[config.mk]
export PLATFORM = sky130hd
export DESIGN_NAME = timer_counter
export DESIGN_NICKNAME = d
export VERILOG_FILES = /design/src/rtl/tmr_pkg.sv /design/src/rtl/timer_counter.sv
export SDC_FILE = /design/constraint.sdc
export NUM_CORES = 1
export LEC_CHECK = 0
export ABC_AREA = 0
export BUFFER_PORTS_ARGS = -buffer_cell sky130_fd_sc_hd__buf_2
export CAP_MARGIN = 10
export CORE_ASPECT_RATIO = 0.5
export CORE_UTILIZATION = 48
export DETAILED_ROUTE_END_ITERATION = 10
export GPL_TIMING_DRIVEN = 0
export PLACE_DENSITY = 0.75
export SYNTH_ARGS = -nofsm -noshare
export SYNTH_HDL_FRONTEND = slang
export SYNTH_SLANG_ARGS = --single-unit
[constraint.sdc]
create_clock -name clk -period 1.46 [get_ports clk]
set_input_delay 0.073 -clock clk [delete_from_list [all_inputs] [get_ports clk]]
set_output_delay 0.073 -clock clk [all_outputs]
set_load 0.03 [all_outputs]
[src/rtl/tmr_pkg.sv]
package tmr_pkg;
    localparam logic [7:0] timer_count_addr  = 8'h01;
    localparam logic [5:0] timer_config_rst  = 6'h3f;
    localparam int         clock_source_bit  = 5;
    localparam int         source_edge_bit   = 4;
    localparam int         prescaler_asg_bit = 3;
    localparam int         rate_lsb          = 0;
    localparam logic [1:0] write_inhibit_cyc = 2'h2;
    localparam logic [7:0] prescaler_rst     = 8'h00;
    localparam logic [1:0] phase_two         = 2'h1;
    localparam logic [1:0] phase_four        = 2'h3;

    typedef struct packed {
        logic       clock_source_select;
        logic       source_edge_select;
        logic       prescaler_assign;
        logic [2:0] prescale_rate;
    } timer_config_t;

    typedef struct packed {
        logic       wr;
        logic [7:0] addr;
        logic [7:0] data;
    } file_write_t;
endpackage

[src/rtl/timer_counter.sv]
`timescale 1ns/10ps
module timer_counter (
    // clock and reset
    input  wire logic                 clk,
    input  wire logic                 rst_b,
    // core side
    input  wire tmr_pkg::file_write_t file_wr,
    input  wire logic                 config_wr,
    input  wire logic [5:0]           config_data,
    input  wire logic                 watchdog_clear_instr,
    // external pin
    input  wire logic                 external_count_input,
    // outputs
    output logic [7:0]                timer_count_reg,
    output logic                      watchdog_postscale_out,
    output logic                      watchdog_clear_out
);
    // clk is the oscillator; four clocks form one instruction cycle
    tmr_pkg::timer_config_t cfg;
    logic [1:0] phase;
    logic       pin_s1;
    logic       pin_s2;
    logic [7:0] prescaler;
    logic       src_prev;
    logic       pre_out;
    logic       sampled;
    logic       sampled_prev;
    logic       sample_new;
    logic [1:0] inhibit;
    logic       count_wr;
    logic       edge_src;
    logic       src_event;
    logic       inc_tick;
    logic       tick_ok;
    logic [7:0] next_count;

    assign count_wr = file_wr.wr && file_wr.addr == tmr_pkg::timer_count_addr;

    always_ff @(posedge clk or negedge rst_b) begin
        if (!rst_b) begin
            phase <= 2'h0;
        end else begin
            phase <= phase + 2'h1;
        end
    end

    always_ff @(posedge clk or negedge rst_b) begin
        if (!rst_b) begin
            cfg <= tmr_pkg::timer_config_rst;
        end else if (config_wr) begin
            cfg <= config_data;
        end
    end

    always_ff @(posedge clk or negedge rst_b) begin
        if (!rst_b) begin
            pin_s1 <= 1'b0;
            pin_s2 <= 1'b0;
        end else begin
            pin_s1 <= external_count_input;
            pin_s2 <= pin_s1;
        end
    end

    // edge selection; falling edge becomes rising after inversion
    assign edge_src = cfg.clock_source_select
                      ? (pin_s2 ^ cfg.source_edge_select)
                      : phase[1];

    always_ff @(posedge clk or negedge rst_b) begin
        // idle level of the reset source is high; avoids a false edge
        if (!rst_b) begin
            src_prev <= 1'b1;
        end else begin
            src_prev <= edge_src;
        end
    end

    assign src_event = edge_src && !src_prev;

    // one shared counter; a clock-synchronous stand-in for the ripple chain
    always_ff @(posedge clk or negedge rst_b) begin
        if (!rst_b) begin
            prescaler <= tmr_pkg::prescaler_rst;
        end else if (count_wr && !cfg.prescaler_assign) begin
            prescaler <= tmr_pkg::prescaler_rst;
        end else if (watchdog_clear_instr && cfg.prescaler_assign) begin
            prescaler <= tmr_pkg::prescaler_rst;
        end else if (src_event) begin
            prescaler <= prescaler + 8'h01;
        end
    end

    // timer output is a symmetric bit of the divider when prescaler_assign is low; the undivided edge source when high
    always_comb begin
        if (cfg.prescaler_assign) begin
            pre_out = edge_src;
        end else begin
            pre_out = prescaler[cfg.prescale_rate];
        end
    end

    always_ff @(posedge clk or negedge rst_b) begin
        if (!rst_b) begin
            sampled      <= 1'b1;
            sampled_prev <= 1'b1;
        end else if (phase == tmr_pkg::phase_two
                     || phase == tmr_pkg::phase_four) begin
            sampled      <= pre_out;
            sampled_prev <= sampled;
        end
    end

    // marks the cycle right after a phase-two or phase-four sample
    always_ff @(posedge clk or negedge rst_b) begin
        if (!rst_b) begin
            sample_new <= 1'b0;
        end else begin
            sample_new <= phase == tmr_pkg::phase_two
                          || phase == tmr_pkg::phase_four;
        end
    end

    assign tick_ok  = phase == tmr_pkg::phase_four;
    assign inc_tick = sample_new && sampled && !sampled_prev;

    always_ff @(posedge clk or negedge rst_b) begin
        if (!rst_b) begin
            inhibit <= 2'h0;
        end else if (count_wr) begin
            inhibit <= tmr_pkg::write_inhibit_cyc;
        end else if (tick_ok && inhibit != 2'h0) begin
            inhibit <= inhibit - 2'h1;
        end
    end

    always_comb begin
        next_count = timer_count_reg;
        if (count_wr) begin
            next_count = file_wr.data;
        end else if (inc_tick && inhibit == 2'h0) begin
            next_count = timer_count_reg + 8'h01;
        end
    end

    always_ff @(posedge clk or negedge rst_b) begin
        if (!rst_b) begin
            timer_count_reg <= 8'h00;
        end else begin
            timer_count_reg <= next_count;
        end
    end

    // watchdog side: postscaled tap and clear request
    always_ff @(posedge clk or negedge rst_b) begin
        if (!rst_b) begin
            watchdog_postscale_out <= 1'b0;
            watchdog_clear_out     <= 1'b0;
        end else begin
            watchdog_postscale_out <= cfg.prescaler_assign
                                      && prescaler[cfg.prescale_rate];
            watchdog_clear_out     <= watchdog_clear_instr;
        end
    end
endmodule

==> qor.yml <==
status: "complete, but fails checks"
violations: "negative setup slack"
rsz0062_at_grt: "true"
synth-warning-count: 0
ios: 38
critPathMaxStageDelay_ns: 0.59
grt_pass1_wl_um: 5820
ctsRootBufferMaster: "clkbuf_8"
instances_no_fill: 253
cp_slowest_cell: "dfstp_2"
ant_nets: 0
mostFrequentLayoutCells: "buf_2, dfrtp_1, nor2_1, inv_1, a21oi_1"
worstPathCellList: "xor2_2 -> o211ai_1 -> or3_1 -> a21oi_2"
place_inst: 235
relSlewSlack_pct: 50.4
drc_errors: 0
place_ws_ns: -0.158
syn_inst: 151
place_area_sq_mm: 0.00192
grt_usage_pct: 21.2
clock_skew_ns: 0.00842
drv_cap: 0
die_height_um: 43.9
crit_path_end_kind: "flip-flop"
async_reset_ff_share_pct: 100
leakage_nw: 0.947
die_w_um: 85.8
synth_edf_count: 0
area_growth_pct: 27.5
syn_area_sq_mm: 0.00169
critPathKind: "reg2reg"
hold_path_class: "in2reg"
fin_area_sq_mm: 0.00215
placementRows: 14
fin_ws_ns: -0.118
layout-drive-gt1-share_pct: 40.0
routabilityCongestion: 0.812
overflow: 0
clk_pin_slew_ns: 0.07
syn_area_per_cell_sq_um: 11.2
fin_crit_ns: 1.58
synth-seq-area-share_pct: 51.1
ys_types: 39
powerDensity_mw_per_mm2: 1410
io_buffers: 36
r2r_slack_ns: -0.12
vias: 1304
drt_iter0_drc: 36
synth_nets: 184
nets: 237
worstPathRequired_ns: 1.67
cts.sinks: 34
cp_max_fo: 4
tightest_slew_ns: 0.745
htreeDepth: 2
grt_pass1_vias: 1347
antenna_found_initial: 0
slew_viol_final: 0
dieArea_sq_mm: 0.00377
clockBufferDepth: 2
worstSkewPairLatency_ns: 0.29
grt_max_degree: 35
cts_buffers: 5
finalCritPeriodShare_pct: 108
start_kind: "flip-flop"
p_total_mw: 3.04
ir_drop_uv: 669
cts_tree: "built"
ys_seq_elements: 34
final_common_cell: "buf_2"
finalHoldViolations: 0
dpl.hpwl_um: 2340
initial_utilization_pct: 53.2
antenna_cells: 0
vias_per_cell: 5.15
core_sq_mm: 0.00317
finalSetupViolCount: 4
firstDrtPassIters: 4
synthFlopType: "dfrtp_1"
wl_per_cell_um: 13.7
routed_wl_um: 3470
crit_arrival_ns: 1.79
max_freq_mhz: 634
-- synthesized netlist by cell type (2+ instances only) --
cell	n	area share, %
xor2_1	7	3.6
mux2_2	7	4.7
nand2_1	6	1.3
or3_1	2	0.74
a21oi_1	11	3.3
ha_1	5	3.7
a211oi_2	2	1.5
dfstp_2	9	14
nor2_1	17	3.8
o211ai_1	3	1.3
and3_1	2	0.74
o211a_1	2	1.2
inv_1	11	2.4
nand2b_1	2	0.74
buf_2	2	0.59
dfrtp_1	25	37
o21ai_0	4	1.2
xnor2_1	6	3.1
mux4_1	2	3.1
mux2i_1	2	1.2
nand4_1	6	2.2
-- final cells by class --
cell class / instances / area [sq um]
Multi-Input combinational cell: 102 / 807
Inverter: 11 / 41.3
Timing Repair Buffer: 46 / 265
Sequential cell: 34 / 862
Buffer: 4 / 23.8
Tap cell: 48 / 60.1
Fill cell: 244 / 1020
Clock buffer: 7 / 86.3
Clock inverter: 1 / 5.00
-- where the power goes --
group	leakage, nW	switching [mW]	internal, mW	total, mW
clock	0.0482	0.342	0.380	0.722
sequential	0.404	0.207	1.16	1.37
combinational	0.495	0.534	0.412	0.945
total	0.947	1.08	1.96	3.04
-- metrics by stage --
stage	TNS, ns	utilization [%]	hold slack [ns]
3_3_place_gp	-0.363	60.7	0.179
4_1_cts	-0.356	66.7	0.0104
6_report	-0.431	67.8	0.0147
3_5_place_dp	-0.693	60.7	0.181
5_1_grt	-1.21	67.8	0.00906
2_1_floorplan	-0.129	-	-0.223
-- path summary, 6_finish.rpt --
check / from / endpoint / depth (start not counted)
worst max-delay path: cfg[4] / prescaler[3] / 4
worst min-delay path: config_data[4] / cfg[4] / 2
worst max register to register: cfg[4] / prescaler[3] / 4
worst min register to register: pin_s1 / pin_s2 / 0
max in group asynchronous: rst_b / timer_count_reg[3] / 2
min in group asynchronous: rst_b / pin_s1 / 2
-- per-layer routing --
layer  vias up  GRT usage, %  wire (um)
met5         -             0          0
met4         0          11.3         60
met3         8          6.29        144
met2        27          36.2       1720
met1       635          24.9       1540
li1        634             -          -
-- critical path: cells and delay by family (launching register included) --
kind	cells	cell delay, ns
flip-flops	1	0.59
AND/OR/NAND/NOR	1	0.37
AO/OA/AOI/OAI	2	0.35
XOR/XNOR	1	0.20
-- timing repair --
action / CTS / global route
hold buffers: 4 / 0
endpoints found under the setup margin: 12 / 14
buffers inserted: 4 / 3
pin swaps: 3 / 11
hold endpoints to repair: 28 / 0
resized for setup: 5 / 5
-- cell families (layout without fill, tap and decap cells) --
| logic type | count (synthesis) | count (layout) | share of synthesized area (%) |
|---|---|---|---|
| AO/OA/AOI/OAI | 28 | 28 | 12.2 |
| XOR/XNOR | 13 | 13 | 6.75 |
| adder cells (fa/ha/maj) | 5 | 5 | 3.71 |
| buffers and inverters | 15 | 69 | 3.49 |
| flip-flops | 34 | 34 | 51.1 |
| multiplexers | 11 | 11 | 8.98 |
| AND/OR/NAND/NOR | 45 | 45 | 13.7 |
(Power assumes the default switching activity.)
